**src/verilog/hms_pkg.sv**
```systemverilog
// package: constants and types of the mode and setpoint selector
`default_nettype none
package hms_pkg;
   // ----------------------------------------------------------------
   // operating modes
   // ----------------------------------------------------------------
   typedef enum logic [1:0]
   {
      HMS_COMFORT = 2'h0,
      HMS_STANDBY = 2'h1,
      HMS_NIGHT = 2'h2,
      HMS_FROST = 2'h3
   } hms_mode_t;

   // ----------------------------------------------------------------
   // widths and timing
   // ----------------------------------------------------------------
   localparam int HMS_AW = 8;
   localparam int HMS_DW = 16;
   localparam int HMS_NSRC = 4;
   localparam longint HMS_CLK_PERIOD_NS = 20;
   localparam longint HMS_SECOND_NS = 1000000000;
   localparam int HMS_CYC_PER_SEC = int'(HMS_SECOND_NS / HMS_CLK_PERIOD_NS);

   // ----------------------------------------------------------------
   // mode sources, index order is tie-break order
   // ----------------------------------------------------------------
   localparam int HMS_SRC_PRESET = 0;
   localparam int HMS_SRC_PAGE = 1;
   localparam int HMS_SRC_TIMER = 2;
   localparam int HMS_SRC_SCENE = 3;

   // ----------------------------------------------------------------
   // synchronised level inputs
   // ----------------------------------------------------------------
   localparam int HMS_NLVL = 6;
   localparam int HMS_LVL_PRES = 0;
   localparam int HMS_LVL_WIN = 1;
   localparam int HMS_LVL_ONIGHT = 2;
   localparam int HMS_LVL_OCOMF = 3;
   localparam int HMS_LVL_OFROST = 4;
   localparam int HMS_LVL_POFS = 5;

   // ----------------------------------------------------------------
   // register offsets
   // ----------------------------------------------------------------
   localparam logic [HMS_AW-1:0] HMS_OFS_CTRL = 8'h00;
   localparam logic [HMS_AW-1:0] HMS_OFS_BASE = 8'h04;
   localparam logic [HMS_AW-1:0] HMS_OFS_USER_OFS = 8'h08;
   localparam logic [HMS_AW-1:0] HMS_OFS_MAX_OFS = 8'h0c;
   localparam logic [HMS_AW-1:0] HMS_OFS_STBY_RED = 8'h10;
   localparam logic [HMS_AW-1:0] HMS_OFS_DEAD = 8'h14;
   localparam logic [HMS_AW-1:0] HMS_OFS_STBY_INC = 8'h18;
   localparam logic [HMS_AW-1:0] HMS_OFS_NIGHT_INC = 8'h1c;
   localparam logic [HMS_AW-1:0] HMS_OFS_FROST_SP = 8'h20;
   localparam logic [HMS_AW-1:0] HMS_OFS_HEAT_SP = 8'h24;
   localparam logic [HMS_AW-1:0] HMS_OFS_EXT_TIME = 8'h28;
   localparam logic [HMS_AW-1:0] HMS_OFS_STATUS = 8'h2c;
   localparam logic [HMS_AW-1:0] HMS_OFS_SETPOINT = 8'h30;

   // ----------------------------------------------------------------
   // control fields
   // ----------------------------------------------------------------
   localparam int HMS_CTRL_NEW = 0;
   localparam int HMS_CTRL_PRES_OPT = 1;
   localparam int HMS_CTRL_COOL = 2;
   localparam int HMS_CTRL_W = 3;

   // ----------------------------------------------------------------
   // reset values, temperatures in 0.01 K
   // ----------------------------------------------------------------
   localparam logic [HMS_CTRL_W-1:0] HMS_RST_CTRL = 3'h1;
   localparam logic [HMS_DW-1:0] HMS_RST_BASE = 16'h0834;
   localparam logic [HMS_DW-1:0] HMS_RST_USER_OFS = 16'h0000;
   localparam logic [HMS_DW-1:0] HMS_RST_MAX_OFS = 16'h00c8;
   localparam logic [HMS_DW-1:0] HMS_RST_STBY_RED = 16'h00c8;
   localparam logic [HMS_DW-1:0] HMS_RST_DEAD = 16'h00c8;
   localparam logic [HMS_DW-1:0] HMS_RST_STBY_INC = 16'h00c8;
   localparam logic [HMS_DW-1:0] HMS_RST_NIGHT_INC = 16'h0190;
   localparam logic [HMS_DW-1:0] HMS_RST_FROST_SP = 16'h02bc;
   localparam logic [HMS_DW-1:0] HMS_RST_HEAT_SP = 16'h0dac;
   localparam logic [HMS_DW-1:0] HMS_RST_EXT_TIME = 16'h0e10;
endpackage
`default_nettype wire

```
**src/verilog/hms_calc_if.sv**
```systemverilog
// interface: selector to setpoint calculator
`timescale 1ns/1ns
`default_nettype none
interface hms_calc_if;
   import hms_pkg::*;
   hms_mode_t mode;
   logic cooling;
   logic signed [HMS_DW-1:0] base;
   logic signed [HMS_DW-1:0] user_ofs;
   logic signed [HMS_DW-1:0] stby_red;
   logic signed [HMS_DW-1:0] dead;
   logic signed [HMS_DW-1:0] stby_inc;
   logic signed [HMS_DW-1:0] night_inc;
   logic signed [HMS_DW-1:0] frost_sp;
   logic signed [HMS_DW-1:0] heat_sp;
   logic signed [HMS_DW-1:0] setpoint;

   modport sel
   (
      output mode, cooling, base, user_ofs, stby_red, dead, stby_inc,
      output night_inc, frost_sp, heat_sp,
      input setpoint
   );
   modport calc
   (
      input mode, cooling, base, user_ofs, stby_red, dead, stby_inc,
      input night_inc, frost_sp, heat_sp,
      output setpoint
   );
endinterface
`default_nettype wire

```
**src/verilog/hms_setpoint_calc.sv**
```systemverilog
// setpoint calculator: current setpoint from mode and configuration
`timescale 1ns/1ns
`default_nettype none
module hms_setpoint_calc
   import hms_pkg::*;
(
   hms_calc_if.calc c
);
   logic signed [HMS_DW-1:0] heat_comfort;
   logic signed [HMS_DW-1:0] cool_comfort;

   // ----------------------------------------------------------------
   // setpoint per mode
   // ----------------------------------------------------------------
   // offset always taken against the base value
   assign heat_comfort = c.base + c.user_ofs;
   assign cool_comfort = heat_comfort + c.dead;

   always_comb
   begin
      c.setpoint = heat_comfort;
      if (!c.cooling)
      begin
         case (c.mode)
            HMS_COMFORT: c.setpoint = heat_comfort;
            HMS_STANDBY: c.setpoint = heat_comfort - c.stby_red;
            HMS_NIGHT: c.setpoint = heat_comfort - c.stby_red;
            HMS_FROST: c.setpoint = c.frost_sp;
            default: c.setpoint = heat_comfort;
         endcase
      end
      else
      begin
         case (c.mode)
            HMS_COMFORT: c.setpoint = cool_comfort;
            HMS_STANDBY: c.setpoint = cool_comfort + c.stby_inc;
            HMS_NIGHT: c.setpoint = cool_comfort + c.night_inc;
            HMS_FROST: c.setpoint = c.heat_sp;
            default: c.setpoint = cool_comfort;
         endcase
      end
   end
endmodule
`default_nettype wire

```
**src/verilog/hms_mode_setpoint_select.sv**
```systemverilog
// top: operating mode arbitration, presence handling, register port
`timescale 1ns/1ns
`default_nettype none
module hms_mode_setpoint_select
   import hms_pkg::*;
#(
   parameter int unsigned CYC_PER_SEC = HMS_CYC_PER_SEC
)
(
   input wire logic I_SYS_CLK,
   input wire logic I_RSTN,
   input wire logic [HMS_AW-1:0] I_ADDR,
   input wire logic [HMS_DW-1:0] I_WDATA,
   input wire logic I_WR,
   input wire logic I_RD,
   output logic [HMS_DW-1:0] O_RDATA,
   input wire logic I_PRESET_VLD,
   input wire logic [1:0] I_PRESET_MODE,
   input wire logic I_PAGE_VLD,
   input wire logic [1:0] I_PAGE_MODE,
   input wire logic I_TIMER_VLD,
   input wire logic [1:0] I_TIMER_MODE,
   input wire logic I_SCENE_VLD,
   input wire logic [1:0] I_SCENE_MODE,
   input wire logic I_PRESENCE,
   input wire logic I_WINDOW,
   input wire logic I_OLD_NIGHT,
   input wire logic I_OLD_COMFORT,
   input wire logic I_OLD_FROST,
   input wire logic I_PAGE_OFS_VLD,
   input wire logic [HMS_DW-1:0] I_PAGE_OFS,
   output logic [1:0] O_CUR_MODE,
   output logic [HMS_DW-1:0] O_SETPOINT,
   output logic O_PRESENCE
);

   // ----------------------------------------------------------------
   // state
   // ----------------------------------------------------------------
   typedef struct packed
   {
      logic [HMS_NSRC-1:0] vld_s1;
      logic [HMS_NSRC-1:0] vld_s2;
      logic [HMS_NSRC-1:0] vld_d;
      logic [HMS_NSRC-1:0][1:0] mode_s1;
      logic [HMS_NSRC-1:0][1:0] mode_s2;
      logic [HMS_NLVL-1:0] lvl_s1;
      logic [HMS_NLVL-1:0] lvl_s2;
      logic [HMS_NLVL-1:0] lvl_d;
      logic [HMS_DW-1:0] pofs_s1;
      logic [HMS_DW-1:0] pofs_s2;
      logic [HMS_CTRL_W-1:0] ctrl;
      logic [HMS_DW-1:0] base;
      logic [HMS_DW-1:0] user_ofs;
      logic [HMS_DW-1:0] max_ofs;
      logic [HMS_DW-1:0] stby_red;
      logic [HMS_DW-1:0] dead;
      logic [HMS_DW-1:0] stby_inc;
      logic [HMS_DW-1:0] night_inc;
      logic [HMS_DW-1:0] frost_sp;
      logic [HMS_DW-1:0] heat_sp;
      logic [HMS_DW-1:0] ext_time;
      hms_mode_t sel_mode;
      hms_mode_t pre_pres_mode;
      logic pres;
      logic ext_run;
      logic [31:0] prescale;
      logic [HMS_DW-1:0] ext_cnt;
      hms_mode_t cur_mode;
      logic [HMS_DW-1:0] setpoint;
      logic [HMS_DW-1:0] rdata;
   } hms_state_t;

   hms_state_t st_reg;
   hms_state_t st_next;
   hms_calc_if calc_bus();
   hms_mode_t new_mode;
   hms_mode_t old_mode;

   // ----------------------------------------------------------------
   // offset limiter
   // ----------------------------------------------------------------
   function automatic logic [HMS_DW-1:0] clamp_ofs
   (
      input logic [HMS_DW-1:0] ofs,
      input logic [HMS_DW-1:0] lim
   );
      logic signed [HMS_DW-1:0] s;
      logic signed [HMS_DW-1:0] l;
      s = ofs;
      l = lim;
      if (s > l)
         return l;
      else if (s < -l)
         return -l;
      else
         return s;
   endfunction

   // ----------------------------------------------------------------
   // setpoint calculator
   // ----------------------------------------------------------------
   assign calc_bus.mode = st_reg.cur_mode;
   assign calc_bus.cooling = st_reg.ctrl[HMS_CTRL_COOL];
   assign calc_bus.base = st_reg.base;
   assign calc_bus.user_ofs = st_reg.user_ofs;
   assign calc_bus.stby_red = st_reg.stby_red;
   assign calc_bus.dead = st_reg.dead;
   assign calc_bus.stby_inc = st_reg.stby_inc;
   assign calc_bus.night_inc = st_reg.night_inc;
   assign calc_bus.frost_sp = st_reg.frost_sp;
   assign calc_bus.heat_sp = st_reg.heat_sp;

   hms_setpoint_calc u_calc
   (
      .c(calc_bus.calc)
   );

   // ----------------------------------------------------------------
   // scheme tables
   // ----------------------------------------------------------------
   always_comb
   begin
      if (st_reg.lvl_s2[HMS_LVL_WIN])
         new_mode = HMS_FROST;
      else if (st_reg.pres)
         new_mode = HMS_COMFORT;
      else
         new_mode = st_reg.sel_mode;
      if (st_reg.lvl_s2[HMS_LVL_OFROST])
         old_mode = HMS_FROST;
      else if (st_reg.lvl_s2[HMS_LVL_OCOMF])
         old_mode = HMS_COMFORT;
      else if (st_reg.lvl_s2[HMS_LVL_ONIGHT])
         old_mode = HMS_NIGHT;
      else
         old_mode = HMS_STANDBY;
   end

   // ----------------------------------------------------------------
   // next state
   // ----------------------------------------------------------------
   always_comb
   begin
      logic opt;
      logic pres_rise;
      logic pres_fall;
      logic [HMS_NSRC-1:0] rx;
      hms_mode_t m;
      opt = 1'b0;
      pres_rise = 1'b0;
      pres_fall = 1'b0;
      rx = '0;
      m = HMS_COMFORT;
      st_next = st_reg;

      // input synchronisers
      st_next.vld_s1 = {I_SCENE_VLD, I_TIMER_VLD, I_PAGE_VLD, I_PRESET_VLD};
      st_next.vld_s2 = st_reg.vld_s1;
      st_next.vld_d = st_reg.vld_s2;
      st_next.mode_s1 = {I_SCENE_MODE, I_TIMER_MODE, I_PAGE_MODE,
                         I_PRESET_MODE};
      st_next.mode_s2 = st_reg.mode_s1;
      st_next.lvl_s1 = {I_PAGE_OFS_VLD, I_OLD_FROST, I_OLD_COMFORT,
                        I_OLD_NIGHT, I_WINDOW, I_PRESENCE};
      st_next.lvl_s2 = st_reg.lvl_s1;
      st_next.lvl_d = st_reg.lvl_s2;
      st_next.pofs_s1 = I_PAGE_OFS;
      st_next.pofs_s2 = st_reg.pofs_s1;

      opt = st_reg.ctrl[HMS_CTRL_PRES_OPT];
      rx = st_reg.vld_s2 & ~st_reg.vld_d;
      pres_rise = st_reg.lvl_s2[HMS_LVL_PRES] & ~st_reg.lvl_d[HMS_LVL_PRES];
      pres_fall = ~st_reg.lvl_s2[HMS_LVL_PRES] & st_reg.lvl_d[HMS_LVL_PRES];

      // presence state
      if (!opt)
      begin
         st_next.pres = st_reg.lvl_s2[HMS_LVL_PRES];
         st_next.ext_run = 1'b0;
      end
      else if (pres_rise)
      begin
         st_next.pres = 1'b1;
         st_next.pre_pres_mode = st_reg.sel_mode;
         st_next.prescale = '0;
         st_next.ext_cnt = st_reg.ext_time;
         st_next.ext_run = (st_reg.sel_mode == HMS_NIGHT) ||
                           (st_reg.sel_mode == HMS_FROST);
      end
      else if (pres_fall)
      begin
         st_next.pres = 1'b0;
         st_next.ext_run = 1'b0;
      end
      else if (st_reg.ext_run)
      begin
         if (st_reg.prescale == 32'(CYC_PER_SEC - 1))
         begin
            st_next.prescale = '0;
            if (st_reg.ext_cnt == '0)
            begin
               st_next.pres = 1'b0;
               st_next.ext_run = 1'b0;
            end
            else
               st_next.ext_cnt = st_reg.ext_cnt - 16'h0001;
         end
         else
            st_next.prescale = st_reg.prescale + 32'h0000_0001;
      end

      // mode sources, lowest index wins a tie
      for (int i = HMS_NSRC - 1; i >= 0; i--)
      begin
         if (rx[i])
         begin
            m = hms_mode_t'(st_reg.mode_s2[i]);
            if (i == HMS_SRC_PRESET && opt && st_reg.pres)
            begin
               if (m != st_reg.pre_pres_mode)
               begin
                  st_next.sel_mode = m;
                  st_next.pres = 1'b0;
                  st_next.ext_run = 1'b0;
               end
            end
            else
               st_next.sel_mode = m;
         end
      end

      // local page offset entry
      if (st_reg.lvl_s2[HMS_LVL_POFS] && !st_reg.lvl_d[HMS_LVL_POFS])
         st_next.user_ofs = clamp_ofs(st_reg.pofs_s2, st_reg.max_ofs);

      // register writes
      if (I_WR)
      begin
         case (I_ADDR)
            HMS_OFS_CTRL: st_next.ctrl = I_WDATA[HMS_CTRL_W-1:0];
            HMS_OFS_BASE: st_next.base = I_WDATA;
            HMS_OFS_USER_OFS:
               st_next.user_ofs = clamp_ofs(I_WDATA, st_reg.max_ofs);
            HMS_OFS_MAX_OFS: st_next.max_ofs = I_WDATA;
            HMS_OFS_STBY_RED: st_next.stby_red = I_WDATA;
            HMS_OFS_DEAD: st_next.dead = I_WDATA;
            HMS_OFS_STBY_INC: st_next.stby_inc = I_WDATA;
            HMS_OFS_NIGHT_INC: st_next.night_inc = I_WDATA;
            HMS_OFS_FROST_SP: st_next.frost_sp = I_WDATA;
            HMS_OFS_HEAT_SP: st_next.heat_sp = I_WDATA;
            HMS_OFS_EXT_TIME: st_next.ext_time = I_WDATA;
            default: st_next.ctrl = st_reg.ctrl;
         endcase
      end

      // current mode and setpoint, refreshed every cycle
      if (st_reg.ctrl[HMS_CTRL_NEW])
         st_next.cur_mode = new_mode;
      else
         st_next.cur_mode = old_mode;
      st_next.setpoint = calc_bus.setpoint;

      // register reads, data valid one cycle later only
      st_next.rdata = '0;
      if (I_RD)
      begin
         case (I_ADDR)
            HMS_OFS_CTRL: st_next.rdata = {13'h0000, st_reg.ctrl};
            HMS_OFS_BASE: st_next.rdata = st_reg.base;
            HMS_OFS_USER_OFS: st_next.rdata = st_reg.user_ofs;
            HMS_OFS_MAX_OFS: st_next.rdata = st_reg.max_ofs;
            HMS_OFS_STBY_RED: st_next.rdata = st_reg.stby_red;
            HMS_OFS_DEAD: st_next.rdata = st_reg.dead;
            HMS_OFS_STBY_INC: st_next.rdata = st_reg.stby_inc;
            HMS_OFS_NIGHT_INC: st_next.rdata = st_reg.night_inc;
            HMS_OFS_FROST_SP: st_next.rdata = st_reg.frost_sp;
            HMS_OFS_HEAT_SP: st_next.rdata = st_reg.heat_sp;
            HMS_OFS_EXT_TIME: st_next.rdata = st_reg.ext_time;
            HMS_OFS_STATUS:
               st_next.rdata = {8'h00, st_reg.pre_pres_mode,
                                st_reg.sel_mode, st_reg.ext_run,
                                st_reg.pres, st_reg.cur_mode};
            HMS_OFS_SETPOINT: st_next.rdata = st_reg.setpoint;
            default: st_next.rdata = '0;
         endcase
      end
   end

   // ----------------------------------------------------------------
   // state register
   // ----------------------------------------------------------------
   always_ff @(posedge I_SYS_CLK or negedge I_RSTN)
   begin
      if (!I_RSTN)
      begin
         st_reg <= '0;
         st_reg.ctrl <= HMS_RST_CTRL;
         st_reg.base <= HMS_RST_BASE;
         st_reg.user_ofs <= HMS_RST_USER_OFS;
         st_reg.max_ofs <= HMS_RST_MAX_OFS;
         st_reg.stby_red <= HMS_RST_STBY_RED;
         st_reg.dead <= HMS_RST_DEAD;
         st_reg.stby_inc <= HMS_RST_STBY_INC;
         st_reg.night_inc <= HMS_RST_NIGHT_INC;
         st_reg.frost_sp <= HMS_RST_FROST_SP;
         st_reg.heat_sp <= HMS_RST_HEAT_SP;
         st_reg.ext_time <= HMS_RST_EXT_TIME;
         st_reg.setpoint <= HMS_RST_BASE;
      end
      else
         st_reg <= st_next;
   end

   // ----------------------------------------------------------------
   // outputs
   // ----------------------------------------------------------------
   assign O_RDATA = st_reg.rdata;
   assign O_CUR_MODE = st_reg.cur_mode;
   assign O_SETPOINT = st_reg.setpoint;
   assign O_PRESENCE = st_reg.pres;

endmodule
`default_nettype wire

```
**config.mk**
```make
export PLATFORM = sky130hd
export DESIGN_NAME = hms_mode_setpoint_select
export DESIGN_NICKNAME = d
export VERILOG_FILES = /design/src/verilog/hms_pkg.sv /design/src/verilog/hms_calc_if.sv /design/src/verilog/hms_setpoint_calc.sv /design/src/verilog/hms_mode_setpoint_select.sv
export SDC_FILE = /design/constraint.sdc
export NUM_CORES = 1
export LEC_CHECK = 0
export BUFFER_PORTS_ARGS = -buffer_cell sky130_fd_sc_hd__buf_2
export CORE_MARGIN = 2
export CORE_UTILIZATION = 62
export CTS_CLUSTER_DIAMETER = 100
export DETAILED_ROUTE_END_ITERATION = 10
export HOLD_SLACK_MARGIN = 0.1
export PLACE_DENSITY = 0.81
export SYNTH_ARGS = -nofsm -noshare
export SYNTH_HDL_FRONTEND = slang
export SYNTH_SLANG_ARGS = --single-unit
export TNS_END_PERCENT = 1
```
**constraint.sdc**
```tcl
create_clock -name I_SYS_CLK -period 6.4 [get_ports I_SYS_CLK]
set_input_delay 0.64 -clock I_SYS_CLK [delete_from_list [all_inputs] [get_ports I_SYS_CLK]]
set_output_delay 0.64 -clock I_SYS_CLK [all_outputs]
set_load 0.005 [all_outputs]
```
==> impl_metrics.json <==
{
  "outcome": "finished, final reports clean",
  "dieHeight_um": 180,
  "setup_violations": 0,
  "synth_cell_types": 80,
  "min_period_ns": 5.87,
  "crit_end": "O_SETPOINT[15]",
  "diodes": 0,
  "tns_ns": 0,
  "overflow": 0,
  "area_delta_synth_final_pct": 9.63,
  "ant_nets": 0,
  "seq_area_frac_synth": 0.426,
  "cts_buffer_depth": 3,
  "hold_slack_ns": 0.208,
  "synth_cells": 1878,
  "cts_inserted_buffers": 35,
  "synthArstFlopShare": 1.00,
  "synthMuxAreaShare": 0.109,
  "slew_headroom": 0.0869,
  "synth_fa_ha_area_frac": 0.0883,
  "ir_worst_vdd_mv": 0.255,
  "cts-resized-gates": 0,
  "hpwl_mm": 39.5,
  "r2r_cells": 24,
  "wire_per_inst_um": 24.3,
  "p_leak_uw": 0.00965,
  "vias": 15800,
  "grt_pass1_wl_mm": 88.3,
  "nFillCells": 2277,
  "path_max_fanout": 5,
  "worstSetupStartpointType": "flop",
  "cts_root_buffer": "clkbuf_16",
  "core_area_um2": 30500,
  "grt_busiest_layer": "met2",
  "final.setup.worst_slack_ns": 0.528,
  "grt_usage": 0.347,
  "largest_reg_flops": 117,
  "holdBufCountCts": 0,
  "r2r_setup_slack_ns": 0.53,
  "use_met1": 0.497,
  "row_count": 64,
  "dr.first_iter.drc_count": 1908,
  "io_pins": 97,
  "synth_compound_area_frac": 0.174,
  "met2_usage": 0.523,
  "synthSimpleGateAreaFrac": 0.114,
  "clk_latency_ns": 0.53,
  "grt_pass1_vias": 15500,
  "cp.arrival_ns": 6.26,
  "post_cts_buffers": 0,
  "layout-drive-gt1-share": 0.206,
  "drtPass1Iterations": 8,
  "synth_warnings": 0,
  "layout_common_cells": "284 x dfrtp_1, 153 x mux2_2, 129 x ha_1",
  "hold_viol_final": 0,
  "final_util": 0.690,
  "grt_start_max_net_pins": 136,
  "place_ws_ns": 0.606,
  "fin_area_um2": 21000,
  "drt_wl_total_mm": 56.7,
  "yosys.area_share.xor_xnor": 0.0421,
  "synth_top_family_by_area": "compound AO/OA/AOI/OAI gates",
  "rr_startpoint": "calc_bus.base[0]",
  "place_congestion": 0.994,
  "rsz0062_at_grt": "no",
  "final.period_utilization": 0.917,
  "port_buffers": 96,
  "synth-edff-count": 0,
  "finalClockSkew_ns": 0.0136,
  "avgViaCountPerCell": 6.75,
  "synth_seq_cells": 325,
  "die-area_um2": 32400,
  "syn_nets": 2073,
  "worstMarginPinSlew_ns": 1.37,
  "path_clk_slew_ns": 0.07,
  "nets": 2107,
  "synth_area_per_cell_um2": 10.2,
  "powerDensity_nw_per_um2": 293,
  "hp-class": "input pin to asynchronous set/reset pin",
  "slew_violations": 0,
  "initial_core_util": 0.629,
  "synth_flop_cell": "dfrtp_1",
  "cts_tree": "yes",
  "use_met3": 0.0636,
  "drv_cap": 0,
  "r2r_end": "O_SETPOINT[15]",
  "mostFrequentLayoutCell": "dfrtp_1",
  "fmax_mhz": 170,
  "dpl-instance-area_um2": 19800,
  "die_x_um": 180,
  "route.detailed.drc": 0,
  "netlist_area_um2": 19200,
  "crit_start": "calc_bus.base[0]",
  "required_ns": 6.78,
  "h-tree-depth": 2,
  "antenna_found_initial": 3,
  "end_kind": "flop",
  "path_class": "flop to flop",
  "cts.sinks": 325
}
-- cells by family (layout without fill, tap and decap cells) --
logic type,count (synthesis),in the layout
AOI/OAI and AO/OA,498,498
and+or+nand+nor,447,447
DFF,325,325
buffers and inverters,199,260
muxes,187,187
adders and majority gates,133,133
xor gates and xnor gates,89,89
-- layout make-up --
cell class / instances / area, µm² / share of cell area
clock inverter: 16 / 238 / 0.0113
multi-input combinational: 1354 / 10100 / 0.482
inverter: 75 / 282 / 0.0134
sequential: 325 / 8180 / 0.389
timing repair buffer: 121 / 691 / 0.0328
tap: 396 / 495 / 0.0236
clock buffer: 48 / 1010 / 0.0478
-- how the worst min path moves through the flow --
stage / from / endpoint / slack (ns) / depth (start not counted)
final: I_RSTN / st_reg[306] / 0.21 / 1
after global routing: I_TIMER_VLD / st_next[323] / 0.21 / 1
after CTS: I_OLD_COMFORT / st_next[292] / 0.21 / 1
after detailed placement: st_next[321] / st_next[317] / 0.33 / 0
after global placement: st_next[323] / st_next[319] / 0.33 / 0
after floorplan: st_next[289] / st_next[283] / 0.33 / 0
-- critical path: stages (launching register included) --
cell,delay [ns]
dfrtp_1,0.40
ha_1,0.27
fa_1,0.41
a21o_1,0.19
a21o_1,0.20
a21oi_1,0.20
inv_1,0.07
a21oi_1,0.18
xnor2_1,0.14
ha_1,0.23
a21o_1,0.21
o41a_1,0.42
a31oi_2,0.26
a2bb2oi_1,0.28
nor2b_1,0.20
xnor2_1,0.09
ha_1,0.24
nor3_1,0.19
o2111ai_1,0.17
a31o_2,0.29
a21oi_1,0.19
xnor2_1,0.16
xnor3_1,0.34
a221oi_1,0.30
a211oi_1,0.09
-- report_power, final --
part	internal (µW)	switching, µW
clock network	1310	856
logic	683	934
registers	2210	169
-- routing by layer --
metal  wire, µm  vias up
met1      23200     7684
met2      24800      919
met3       6030      184
met4       2650        4
li1           -     6964
met5         32        -
-- cell usage after synthesis, types with 18 or more instances --
cell type | count | area (µm²)
dfrtp_1 | 284 | 7110
mux2_2 | 153 | 1720
ha_1 | 129 | 1610
a21oi_1 | 122 | 611
nor2_1 | 122 | 458
nand2_1 | 118 | 443
o21ai_0 | 102 | 510
clkbuf_1 | 73 | 274
inv_1 | 73 | 274
xnor2_1 | 54 | 473
a221oi_1 | 51 | 447
dfstp_2 | 41 | 1080
nor3_1 | 38 | 190
buf_4 | 34 | 255
a22o_1 | 33 | 289
xor2_1 | 33 | 289
mux2i_1 | 32 | 320
nand3_1 | 32 | 160
a21o_1 | 29 | 218
a31oi_1 | 29 | 181
nand4_1 | 19 | 119
a211oi_1 | 18 | 135
a22oi_1 | 18 | 135
-- metrics by stage --
step,power (µW),std cells
after detailed placement,3970,2271
after global placement,3920,2271
after global routing,6430,2335
after floorplan,3540,1878
after CTS,6130,2335
final,6160,2335
No activity file was read; power rests on OpenSTA's default activity.
